==> src/rtl/cpc_pkg.sv <==
// Package with register map, field positions and shared types for the consumer-out pin control
package cpc_pkg;

    // Byte addresses on the AXI4-Lite slave (one aligned word per register)
    localparam logic [7:0] ADDR_SPACE_CENTER = 8'h08;
    localparam logic [7:0] ADDR_SPATIAL_CTRL = 8'h0C;
    localparam logic [7:0] ADDR_CONSUMER_PORT = 8'h10;
    localparam logic [7:0] ADDR_LOWER_STATUS = 8'h14;
    localparam logic [7:0] ADDR_UPPER_STATUS = 8'h18;
    localparam logic [7:0] ADDR_RESERVED_CTRL = 8'h1C;
    localparam logic [7:0] ADDR_WAVETABLE_PIN = 8'h20;
    localparam logic [7:0] ADDR_ALT_FEATURE = 8'h24;
    localparam logic [7:0] ADDR_STATUS = 8'h28;

    // Consumer port enable control fields
    localparam int CPE_BIT = 7;
    localparam int RESTART_BIT = 6;
    localparam int USER_BIT = 5;
    localparam int VALID_BIT = 4;

    // Lower channel status fields (channel status bit positions in register)
    localparam int LCS_AUDIO = 1;
    localparam int LCS_COPY = 2;
    localparam int LCS_EMPH_LO = 3;
    localparam int LCS_EMPH_HI = 4;
    localparam int LCS_LOCK = 5;
    localparam int LCS_CAT8 = 6;
    localparam int LCS_CAT9 = 7;
    localparam logic [7:0] LCS_WRITE_MASK = 8'hFE;

    // Wavetable pin control fields
    localparam int WT_RESET_FORCE = 0;
    localparam int WT_CLOCK_DISABLE = 1;
    localparam int WT_PORT_SWITCH = 2;
    localparam int WT_PORT_ENABLE = 3;
    localparam logic [7:0] WT_WRITE_MASK = 8'h0F;

    // Spatial control fields
    localparam int SP_OUT_SELECT = 5;
    localparam int SP_MONO = 6;
    localparam int SP_ENABLE = 7;
    localparam logic [7:0] SP_WRITE_MASK = 8'hE0;

    // Alternate feature register: serial port enable
    localparam int ALT_SERIAL_EN = 0;

    // Forced gain codes in mono-to-stereo mode
    localparam logic [3:0] MONO_CENTER_CODE = 4'h0;
    localparam logic [3:0] MONO_SPACE_CODE = 4'h2;

    // Attenuation step of one gain code, in tenths of a dB
    localparam logic [7:0] GAIN_STEP_TENTHS = 8'h0F;

    // Frame index at which the channel status block wraps back to bit 0
    localparam logic [7:0] BLOCK_LAST = 8'hBF;

    // Reset values
    localparam logic [7:0] RESET_BYTE = 8'h00;

    // AXI responses
    localparam logic [1:0] RESP_OKAY = 2'h0;
    localparam logic [1:0] RESP_SLVERR = 2'h2;

    // Pin routing state handed to the pin multiplexers
    typedef struct packed {
        logic serial_on_periph;    // DSP serial pins on periph_data_pins_low
        logic serial_on_joystick;  // DSP serial pins on second joystick
        logic synth_on_periph;     // Synth serial pins on periph_data_pins_high
        logic host_bus_quiet;      // Host data bus not driven on peripheral access
        logic wave_volume_swap;    // Digital volume pair becomes wave volume
    } cpc_route_s;

    // Spatial processing state
    typedef struct packed {
        logic run;                 // 3D path running
        logic mono;                // Mono-to-stereo running
        logic out_from_spatial;    // Serial output from 3D path
        logic [3:0] space_code;    // Effective space code
        logic [3:0] center_code;   // Effective center code
        logic [7:0] space_atten;   // Space attenuation, tenths of dB
        logic [7:0] center_atten;  // Center attenuation, tenths of dB
    } cpc_spatial_s;

endpackage

==> src/rtl/cpc_control.sv <==
// Consumer digital output, 3D gain coding and peripheral pin control register bank
// Operation
// - Consumer enable switches output to IEC-958 format only with serial enable
// - Serial port runs only with serial enable
// - Restart bit resets channel status block boundary
// - User and validity bits in every sub-frame
// - Gain codes attenuate 1.5 dB per step
// - Status bit 1 from audio flag
// - Status bit 2 from copy flag
// - Status bits 4,3 carry emphasis field
// - Status bit 5 carries lock flag
// - Status bits 8,9 from lower register
// - Reset force drives peripheral reset low
// - Clock disable holds synth clock low
// - Port switch moves serial pins to periph
// - Periph pins serial only with serial enable
// - Switch or synth enable quiets host bus
// - Configuration byte can set both bits
// - Synth enable repurposes high periph pins
// - Synth enable swaps digital volume pairs
// - Mono mode forces center 0, space 2
// - 3D path and mono need enable
// - Output select picks converter or 3D data
`timescale 1ns/1ns
`default_nettype none

module cpc_control (
    // Clock and reset
    input wire logic CLK,
    input wire logic RST,
    // AXI4-Lite write address
    input wire logic [7:0] AWADDR,
    input wire logic AWVALID,
    output logic AWREADY,
    // AXI4-Lite write data
    input wire logic [31:0] WDATA,
    input wire logic [3:0] WSTRB,
    input wire logic WVALID,
    output logic WREADY,
    // AXI4-Lite write response
    output logic [1:0] BRESP,
    output logic BVALID,
    input wire logic BREADY,
    // AXI4-Lite read address
    input wire logic [7:0] ARADDR,
    input wire logic ARVALID,
    output logic ARREADY,
    // AXI4-Lite read data
    output logic [31:0] RDATA,
    output logic [1:0] RRESP,
    output logic RVALID,
    input wire logic RREADY,
    // Configuration data load from external memory
    input wire logic CFG_LOAD,
    input wire logic CFG_PORT_SWITCH,
    input wire logic CFG_SYNTH_ENABLE,
    // Audio frame timing and sample sources
    input wire logic FRAME_TICK,
    input wire logic CONVERTER_BIT,
    input wire logic SPATIAL_BIT,
    // Consumer output stream controls
    output logic SERIAL_RUN,
    output logic CONSUMER_FORMAT,
    output logic SUBFRAME_USER,
    output logic SUBFRAME_VALID,
    output logic SUBFRAME_STATUS,
    output logic BLOCK_START,
    output logic SERIAL_DATA_BIT,
    // Peripheral pins
    output logic PERIPH_RESET_N,
    output logic SYNTH_CLOCK_GATE,
    output logic [3:0] PERIPH_LOW_SERIAL_EN,
    output logic [2:0] PERIPH_HIGH_SYNTH_EN,
    output logic JOYSTICK_SERIAL_EN,
    output logic HOST_BUS_QUIET,
    output logic WAVE_VOLUME_SWAP,
    // 3D processing state
    output cpc_pkg::cpc_spatial_s SPATIAL
);

    // Stored registers
    logic [7:0] space_center;       // Space code high nibble, center code low nibble
    logic [7:0] spatial_ctrl;       // Enable, mono, output select
    logic [7:0] consumer_port;      // Enable, user, validity; restart is not stored
    logic [7:0] lower_status;       // Channel status bits 1..5, 8 and 9
    logic [7:0] upper_status;       // Upper category and frequency bits
    logic [7:0] wavetable_pin;      // Low four control bits
    logic [7:0] alt_feature;        // Serial port enable lives here

    // Write channel holding state
    logic aw_held;                  // Address captured, waiting for data
    logic w_held;                   // Data captured, waiting for address
    logic [7:0] aw_addr;            // Captured write address
    logic [31:0] w_data;            // Captured write data
    logic [3:0] w_strb;             // Captured strobes
    logic do_write;                 // Both halves present, commit next cycle
    logic commit;                   // Delayed write strobe

    // Channel status sequencing
    logic [7:0] frame_index;        // Position in the 191-frame block
    logic restart_req;              // Pending block restart

    // Channel status bit for a frame index; bits beyond the stored ones are zero
    function automatic logic status_bit(input logic [7:0] idx, input logic [7:0] lo,
                                        input logic [7:0] hi);
        logic r;
        r = 1'b0;
        if (idx >= 8'h01 && idx <= 8'h05)
            r = lo[idx[2:0]];
        else if (idx == 8'h08)
            r = lo[cpc_pkg::LCS_CAT8];
        else if (idx == 8'h09)
            r = lo[cpc_pkg::LCS_CAT9];
        else if (idx >= 8'h0A && idx <= 8'h0F)
            r = hi[idx[2:0] - 3'h2];
        return r;
    endfunction

    // Attenuation in tenths of dB for a gain code
    function automatic logic [7:0] atten(input logic [3:0] code);
        logic [11:0] p;
        p = {8'h00, code} * {4'h0, cpc_pkg::GAIN_STEP_TENTHS};
        return p[7:0];
    endfunction

    // Byte lane 0 merge under strobe, with reserved bits masked off
    function automatic logic [7:0] merge(input logic [7:0] old, input logic [31:0] d,
                                         input logic [3:0] s, input logic [7:0] m);
        logic [7:0] r;
        r = s[0] ? (d[7:0] & m) : old;
        return r;
    endfunction

    assign do_write = (aw_held || (AWVALID && AWREADY)) && (w_held || (WVALID && WREADY));

    // Write address capture; ready drops while a write is held or answered
    always_ff @(posedge CLK)
    begin
        if (RST)
        begin
            AWREADY <= 1'b0;
            aw_held <= 1'b0;
            aw_addr <= cpc_pkg::RESET_BYTE;
        end
        else
        begin
            AWREADY <= !aw_held && !BVALID && !(AWVALID && AWREADY) && !do_write && !commit;
            if (AWVALID && AWREADY)
                aw_addr <= AWADDR;
            if (do_write)
                aw_held <= 1'b0;
            else if (AWVALID && AWREADY)
                aw_held <= 1'b1;
        end
    end

    // Write data capture, independent of address order
    always_ff @(posedge CLK)
    begin
        if (RST)
        begin
            WREADY <= 1'b0;
            w_held <= 1'b0;
            w_data <= 32'h0000_0000;
            w_strb <= 4'h0;
        end
        else
        begin
            WREADY <= !w_held && !BVALID && !(WVALID && WREADY) && !do_write && !commit;
            if (WVALID && WREADY)
            begin
                w_data <= WDATA;
                w_strb <= WSTRB;
            end
            if (do_write)
                w_held <= 1'b0;
            else if (WVALID && WREADY)
                w_held <= 1'b1;
        end
    end

    // Register commit; a write lands one cycle after both halves are taken
    logic unmapped_w;               // Address outside the map
    always_ff @(posedge CLK)
    begin
        if (RST)
        begin
            commit <= 1'b0;
            BVALID <= 1'b0;
            BRESP <= cpc_pkg::RESP_OKAY;
        end
        else
        begin
            commit <= do_write;
            if (commit)
            begin
                BVALID <= 1'b1;
                BRESP <= unmapped_w ? cpc_pkg::RESP_SLVERR : cpc_pkg::RESP_OKAY;
            end
            else if (BVALID && BREADY)
                BVALID <= 1'b0;
        end
    end

    // Address decode of the pending write
    always_comb
    begin
        unmapped_w = 1'b1;
        case (aw_addr)
            cpc_pkg::ADDR_SPACE_CENTER, cpc_pkg::ADDR_SPATIAL_CTRL,
            cpc_pkg::ADDR_CONSUMER_PORT, cpc_pkg::ADDR_LOWER_STATUS,
            cpc_pkg::ADDR_UPPER_STATUS, cpc_pkg::ADDR_RESERVED_CTRL,
            cpc_pkg::ADDR_WAVETABLE_PIN, cpc_pkg::ADDR_ALT_FEATURE,
            cpc_pkg::ADDR_STATUS:
                unmapped_w = 1'b0;
            default:
                unmapped_w = 1'b1;
        endcase
    end

    // Software-writable registers; reserved bits are masked so they read zero
    always_ff @(posedge CLK)
    begin
        if (RST)
        begin
            space_center <= cpc_pkg::RESET_BYTE;
            spatial_ctrl <= cpc_pkg::RESET_BYTE;
            consumer_port <= cpc_pkg::RESET_BYTE;
            lower_status <= cpc_pkg::RESET_BYTE;
            upper_status <= cpc_pkg::RESET_BYTE;
            alt_feature <= cpc_pkg::RESET_BYTE;
        end
        else if (commit)
        begin
            // new value acts from the next cycle onward
            case (aw_addr)
                cpc_pkg::ADDR_SPACE_CENTER:
                    space_center <= merge(space_center, w_data, w_strb, 8'hFF);
                cpc_pkg::ADDR_SPATIAL_CTRL:
                    spatial_ctrl <= merge(spatial_ctrl, w_data, w_strb, cpc_pkg::SP_WRITE_MASK);
                cpc_pkg::ADDR_CONSUMER_PORT:
                    consumer_port <= merge(consumer_port, w_data, w_strb, 8'hB0);
                cpc_pkg::ADDR_LOWER_STATUS:
                    lower_status <= merge(lower_status, w_data, w_strb, cpc_pkg::LCS_WRITE_MASK);
                cpc_pkg::ADDR_UPPER_STATUS:
                    upper_status <= merge(upper_status, w_data, w_strb, 8'hFF);
                cpc_pkg::ADDR_ALT_FEATURE:
                    alt_feature <= merge(alt_feature, w_data, w_strb, 8'h01);
                default:
                    space_center <= space_center;
            endcase
        end
    end

    // Wavetable pin control: software write or configuration load may set bits
    always_ff @(posedge CLK)
    begin
        if (RST)
            wavetable_pin <= cpc_pkg::RESET_BYTE;
        else
        begin
            if (commit && aw_addr == cpc_pkg::ADDR_WAVETABLE_PIN)
                wavetable_pin <= merge(wavetable_pin, w_data, w_strb, cpc_pkg::WT_WRITE_MASK);
            if (CFG_LOAD)
            begin
                // configuration byte sets routing bits, load wins on a tie
                wavetable_pin[cpc_pkg::WT_PORT_SWITCH] <= CFG_PORT_SWITCH;
                wavetable_pin[cpc_pkg::WT_PORT_ENABLE] <= CFG_SYNTH_ENABLE;
            end
        end
    end

    // Block restart request: the restart bit is a write-one action, not stored
    always_ff @(posedge CLK)
    begin
        if (RST)
            restart_req <= 1'b0;
        else if (commit && aw_addr == cpc_pkg::ADDR_CONSUMER_PORT && w_strb[0]
                 && w_data[cpc_pkg::RESTART_BIT])
            restart_req <= 1'b1;
        else if (FRAME_TICK)
            restart_req <= 1'b0;
    end

    // Frame counter walks the status block; a restart sends bit 0 next
    always_ff @(posedge CLK)
    begin
        if (RST)
        begin
            frame_index <= cpc_pkg::RESET_BYTE;
            SUBFRAME_STATUS <= 1'b0;
            BLOCK_START <= 1'b0;
        end
        else if (FRAME_TICK)
        begin
            if (restart_req || frame_index == cpc_pkg::BLOCK_LAST)
            begin
                frame_index <= 8'h01;
                SUBFRAME_STATUS <= status_bit(8'h00, lower_status, upper_status);
                BLOCK_START <= 1'b1;
            end
            else
            begin
                frame_index <= frame_index + 8'h01;
                SUBFRAME_STATUS <= status_bit(frame_index, lower_status, upper_status);
                BLOCK_START <= 1'b0;
            end
        end
    end

    // Serial output controls and data source selection
    always_ff @(posedge CLK)
    begin
        if (RST)
        begin
            SERIAL_RUN <= 1'b0;
            CONSUMER_FORMAT <= 1'b0;
            SUBFRAME_USER <= 1'b0;
            SUBFRAME_VALID <= 1'b0;
            SERIAL_DATA_BIT <= 1'b0;
        end
        else
        begin
            SERIAL_RUN <= alt_feature[cpc_pkg::ALT_SERIAL_EN];
            CONSUMER_FORMAT <= consumer_port[cpc_pkg::CPE_BIT]
                               && alt_feature[cpc_pkg::ALT_SERIAL_EN];
            SUBFRAME_USER <= consumer_port[cpc_pkg::USER_BIT];
            SUBFRAME_VALID <= consumer_port[cpc_pkg::VALID_BIT];
            SERIAL_DATA_BIT <= spatial_ctrl[cpc_pkg::SP_OUT_SELECT] ? SPATIAL_BIT
                                                                    : CONVERTER_BIT;
        end
    end

    // Peripheral pin routing derived from the wavetable control bits
    always_ff @(posedge CLK)
    begin
        if (RST)
        begin
            PERIPH_RESET_N <= 1'b1;
            SYNTH_CLOCK_GATE <= 1'b1;
            PERIPH_LOW_SERIAL_EN <= 4'h0;
            PERIPH_HIGH_SYNTH_EN <= 3'h0;
            JOYSTICK_SERIAL_EN <= 1'b0;
            HOST_BUS_QUIET <= 1'b0;
            WAVE_VOLUME_SWAP <= 1'b0;
        end
        else
        begin
            PERIPH_RESET_N <= !wavetable_pin[cpc_pkg::WT_RESET_FORCE];
            SYNTH_CLOCK_GATE <= !wavetable_pin[cpc_pkg::WT_CLOCK_DISABLE];
            PERIPH_LOW_SERIAL_EN <= {4{wavetable_pin[cpc_pkg::WT_PORT_SWITCH]
                                       && alt_feature[cpc_pkg::ALT_SERIAL_EN]}};
            JOYSTICK_SERIAL_EN <= !wavetable_pin[cpc_pkg::WT_PORT_SWITCH]
                                  && alt_feature[cpc_pkg::ALT_SERIAL_EN];
            PERIPH_HIGH_SYNTH_EN <= {3{wavetable_pin[cpc_pkg::WT_PORT_ENABLE]}};
            HOST_BUS_QUIET <= wavetable_pin[cpc_pkg::WT_PORT_SWITCH]
                              || wavetable_pin[cpc_pkg::WT_PORT_ENABLE];
            WAVE_VOLUME_SWAP <= wavetable_pin[cpc_pkg::WT_PORT_ENABLE];
        end
    end

    // Spatial state: mono mode overrides gains and needs the enable
    always_ff @(posedge CLK)
    begin
        if (RST)
            SPATIAL <= '0;
        else
        begin
            SPATIAL.run <= spatial_ctrl[cpc_pkg::SP_ENABLE];
            SPATIAL.mono <= spatial_ctrl[cpc_pkg::SP_ENABLE]
                            && spatial_ctrl[cpc_pkg::SP_MONO];
            SPATIAL.out_from_spatial <= spatial_ctrl[cpc_pkg::SP_OUT_SELECT];
            if (spatial_ctrl[cpc_pkg::SP_ENABLE] && spatial_ctrl[cpc_pkg::SP_MONO])
            begin
                SPATIAL.space_code <= cpc_pkg::MONO_SPACE_CODE;
                SPATIAL.center_code <= cpc_pkg::MONO_CENTER_CODE;
                SPATIAL.space_atten <= atten(cpc_pkg::MONO_SPACE_CODE);
                SPATIAL.center_atten <= atten(cpc_pkg::MONO_CENTER_CODE);
            end
            else
            begin
                SPATIAL.space_code <= space_center[7:4];
                SPATIAL.center_code <= space_center[3:0];
                SPATIAL.space_atten <= atten(space_center[7:4]);
                SPATIAL.center_atten <= atten(space_center[3:0]);
            end
        end
    end

    // Read channel; reads only return data, nothing changes state
    always_ff @(posedge CLK)
    begin
        if (RST)
        begin
            ARREADY <= 1'b0;
            RVALID <= 1'b0;
            RDATA <= 32'h0000_0000;
            RRESP <= cpc_pkg::RESP_OKAY;
        end
        else
        begin
            ARREADY <= !RVALID && !(ARVALID && ARREADY);
            if (ARVALID && ARREADY)
            begin
                RVALID <= 1'b1;
                RRESP <= cpc_pkg::RESP_OKAY;
                case (ARADDR)
                    cpc_pkg::ADDR_SPACE_CENTER: RDATA <= {24'h000000, space_center};
                    cpc_pkg::ADDR_SPATIAL_CTRL: RDATA <= {24'h000000, spatial_ctrl};
                    cpc_pkg::ADDR_CONSUMER_PORT: RDATA <= {24'h000000, consumer_port};
                    cpc_pkg::ADDR_LOWER_STATUS: RDATA <= {24'h000000, lower_status};
                    cpc_pkg::ADDR_UPPER_STATUS: RDATA <= {24'h000000, upper_status};
                    cpc_pkg::ADDR_RESERVED_CTRL: RDATA <= 32'h0000_0000;
                    cpc_pkg::ADDR_WAVETABLE_PIN: RDATA <= {24'h000000, wavetable_pin};
                    cpc_pkg::ADDR_ALT_FEATURE: RDATA <= {24'h000000, alt_feature};
                    cpc_pkg::ADDR_STATUS: RDATA <= {24'h000000, frame_index};
                    default:
                    begin
                        RDATA <= 32'h0000_0000;
                        RRESP <= cpc_pkg::RESP_SLVERR;
                    end
                endcase
            end
            else if (RVALID && RREADY)
                RVALID <= 1'b0;
        end
    end

endmodule

`default_nettype wire

==> config.mk <==
export PLATFORM = sky130hd
export DESIGN_NAME = cpc_control
export DESIGN_NICKNAME = d
export VERILOG_FILES = /design/src/rtl/cpc_pkg.sv /design/src/rtl/cpc_control.sv
export SDC_FILE = /design/constraint.sdc
export NUM_CORES = 1
export LEC_CHECK = 0
export ABC_AREA = 1
export BUFFER_PORTS_ARGS = -buffer_cell sky130_fd_sc_hd__buf_2
export CORE_MARGIN = 2
export CORE_UTILIZATION = 45
export DETAILED_ROUTE_END_ITERATION = 10
export GPL_ROUTABILITY_DRIVEN = 0
export GPL_TIMING_DRIVEN = 0
export HOLD_SLACK_MARGIN = 0.08
export PLACE_DENSITY_LB_ADDON = 0.1
export SYNTH_ARGS = -nofsm -noshare
export SYNTH_HDL_FRONTEND = slang
export SYNTH_SLANG_ARGS = --single-unit
==> constraint.sdc <==
create_clock -name CLK -period 6.18 [get_ports CLK]
set_input_delay 0.618 -clock CLK [delete_from_list [all_inputs] [get_ports CLK]]
set_output_delay 0.618 -clock CLK [all_outputs]
set_load 0.01 [all_outputs]
==> results.yml <==
yosys:
  yosysSeqAreaShare_pct: 41.1
  ys_types: 40
  synth_edf_count: 0
  ys.flop_type: "dfxtp_1"
  syn_area_mm2: 0.00566
  synth_cells: 727
  avgSynthCellArea_um2: 7.78
  ys_ff_latch: 116
  yosysWarnings: 0
  ys_async_sr_fraction_pct: 0
floorplanning:
  die-area_mm2: 0.0135
  core_area_mm2: 0.0122
  rows: 40
  initial_core_util_pct: 46.5
  die_h_um: 116
  io_pins: 152
  dieWidth_um: 116
global_route:
  grt_usage_pct: 22.3
  overflow: 0
  grt_pass1_vias: 4790
  grt_antenna_before_repair: 0
  grt_pass1_wl_um: 22900
  grt_start_max_net_pins: 17
route:
  routedWlPerCell_um: 13.6
  vias: 5077
  via_per_inst: 4.85
  finalWirelength_um: 14200
  first_pass_iters: 5
  drt_iter0_markers: 410
  ant_nets: 0
  drcViolationCount: 0
setup_path:
  critPathKind: "register to register"
  r2r_end: "SPATIAL[7]"
  endpoint_kind: "register"
  cp.required_ns: 6.51
  crit_fanout: 6
  crit_chain: "fa_1 > inv_1 > fa_1 > inv_1 > ha_1 > nand3_1 > nand2_1 > nand2_1 > nand2_1 > a21oi_1 > or2_2 > a21oi_1"
  path_common_cell: "nand2_1"
  worst_path_max_delay_cell: "fa_1"
  r2r_slack_ns: 3.52
  ff2ff_path_depth: 12
  slowest_delay_ns: 0.54
  r2r-start: "space_center[2]"
  worstPathArrival_ns: 2.99
  start_kind: "register"
clock_network:
  clkSlewWorstSetupHoldPaths_ns: 0.05
  root_buffer: "clkbuf_16"
  ctsResizeCount: 0
  clock_path_buffers: 2
  cts_htree_levels: 4
  clock_latency_ns: 0.41
  numCtsBuffers: 17
  cts_num_sinks: 116
  cts_tree: "yes"
  hold_buffers: 0
  postCtsSetupRepairBufs: 0
final_layout:
  nets: 972
  final_area_mm2: 0.00698
  drive_above_1_share_pct: 22.8
  n_fill_cell: 1159
  syn_to_final_growth_pct: 23.5
  antenna_cells: 0
sta:
  finalHoldViolCount: 0
  period_needed_ns: 2.66
  tightest_slew_ns: 0.809
  maxSlewViolCount: 0
  fmax_mhz: 376
  clock_skew_ns: 0.00561
  rsz0062_at_grt: "false"
  fin_tns_setup_ns: 0
  hold_ws_ns: 0.435
  period_share_pct: 43.1
  setup_viol: 0
  slew-limit-headroom_pct: 46.1
power:
  power_density_mw_per_mm2: 262
  p_leak_uw: 0.00333
  ir_drop_mv: 0.154
place:
  io_buffers: 98
  placed_area_mm2: 0.00645
  hpwl_um: 10900
run:
  maxCapViolCount: 0
worst_hold_path:
  whs_endpoint: "SERIAL_DATA_BIT"
  hold_class: "input port to register"
  hold_start: "SPATIAL_BIT"
  holdPathStages: 3
status:
  outcome: "finished, final reports clean"
## layout by cell type (no fill, tap or decap), types with 2 or more instances in the layout
cell type	instances
a211oi_1	8
a211oi_2	2
a21oi_1	64
buf_2	102
buf_4	34
buf_6	2
clkbuf_1	17
clkbuf_16	17
clkbuf_8	3
clkinv_2	3
conb_1	26
dfxtp_1	116
fa_1	10
ha_1	28
inv_1	85
inv_2	5
nand2_1	125
nand2_2	6
nand3_1	37
nand3_2	2
nor2_1	78
nor2_2	5
nor2_4	4
nor3_1	6
nor3_2	3
nor3_4	2
nor3b_1	4
o21ai_0	60
or2_2	5
xor2_1	5
## flip-flops by register name, summed over array words and instances (netlist names), 3 cells and up
| name | count |
|---|---|
| space_center | 8 |
| SPATIAL | 25 |
| lower_status | 7 |
| frame_index | 8 |
| w_data | 8 |
| aw_addr | 8 |
| consumer_port | 3 |
| wavetable_pin | 4 |
| RDATA | 8 |
| spatial_ctrl | 3 |
| upper_status | 8 |
## worst max-delay path by stage
stage	from	end	cells after the start
6_report	space_center[2]	SPATIAL[7]	12
5_1_grt	space_center[6]	SPATIAL[15]	12
4_1_cts	space_center[6]	SPATIAL[15]	12
3_5_place_dp	space_center[6]	SPATIAL[15]	12
3_3_place_gp	space_center[6]	SPATIAL[15]	12
2_1_floorplan	space_center[0]	SPATIAL[7]	12
## Yosys cell counts (all sizes together), types with 2 or more instances
cell | count | area, um^2
nor2 | 87 | 369
nor3b | 4 | 30.0
inv | 90 | 338
dfxtp | 116 | 2320
nor3 | 11 | 92.6
clkbuf | 13 | 48.8
a211oi | 10 | 85.1
nand3 | 39 | 205
buf | 40 | 298
ha | 28 | 350
a21oi | 65 | 329
nand2 | 131 | 507
fa | 10 | 200
or2 | 5 | 31.3
o21ai | 60 | 300
nor4 | 2 | 27.5
xor2 | 5 | 43.8
## layer usage
metal	wire (um)	GRT usage (%)	up-vias
met1	6350	28.0	2290
met3	827	5.76	35
li1	-	-	2565
met4	430	8.25	0
met5	0	0	-
met2	6610	37.1	187
## power by group
group          switching (uW)  internal [uW]  total [uW]
Clock                     324            574         898
Sequential               16.3            768         784
Combinational            93.7           53.6         147
## logic make-up after synthesis
kind of cell             count (synthesis)  share of synthesized area (%)
buffers and inverters                  143                           12.1
adder cells (fa/ha/maj)                 38                           9.73
XOR/XNOR                                 6                          0.929
AO/OA/AOI/OAI                          142                           13.5
other                                    1                         0.0663
AND/OR/NAND/NOR                        281                           22.6
flip-flops                             116                           41.1
## layout make-up
| type | count | area [um^2] | share of cell area, % |
|---|---|---|---|
| multi-input combinational | 493 | 2740 | 39.3 |
| tap | 168 | 210 | 3.01 |
| buffer | 53 | 347 | 4.96 |
| clock inverter | 5 | 52.6 | 0.752 |
| timing repair buffer | 98 | 490 | 7.02 |
| inverter | 90 | 338 | 4.84 |
| clock buffer | 24 | 482 | 6.90 |
| sequential | 116 | 2320 | 33.2 |
## critical path: cells and delay by family (launching register included)
kind	cells	cell delay (ns)
and+or+nand+nor	5	0.54
DFF	1	0.39
AOI/OAI and AO/OA	2	0.19
adders and majority gates	3	1.35
buffers and inverters	2	0.12
## per-stage QoR
| stage | total power, uW | cells | setup WS (ns) | utilization (%) |
|---|---|---|---|---|
| after floorplan | 895 | 752 | 3.69 | - |
| after CTS | 1830 | 1047 | 3.48 | 57.4 |
| after global placement | 942 | 1018 | 3.54 | 53.0 |
| after detailed placement | 945 | 1018 | 3.51 | 53.0 |
| final | 1830 | 1047 | 3.52 | 57.4 |
| after global routing | 1890 | 1047 | 3.28 | 57.4 |
Power figures use the tool's default switching activity.
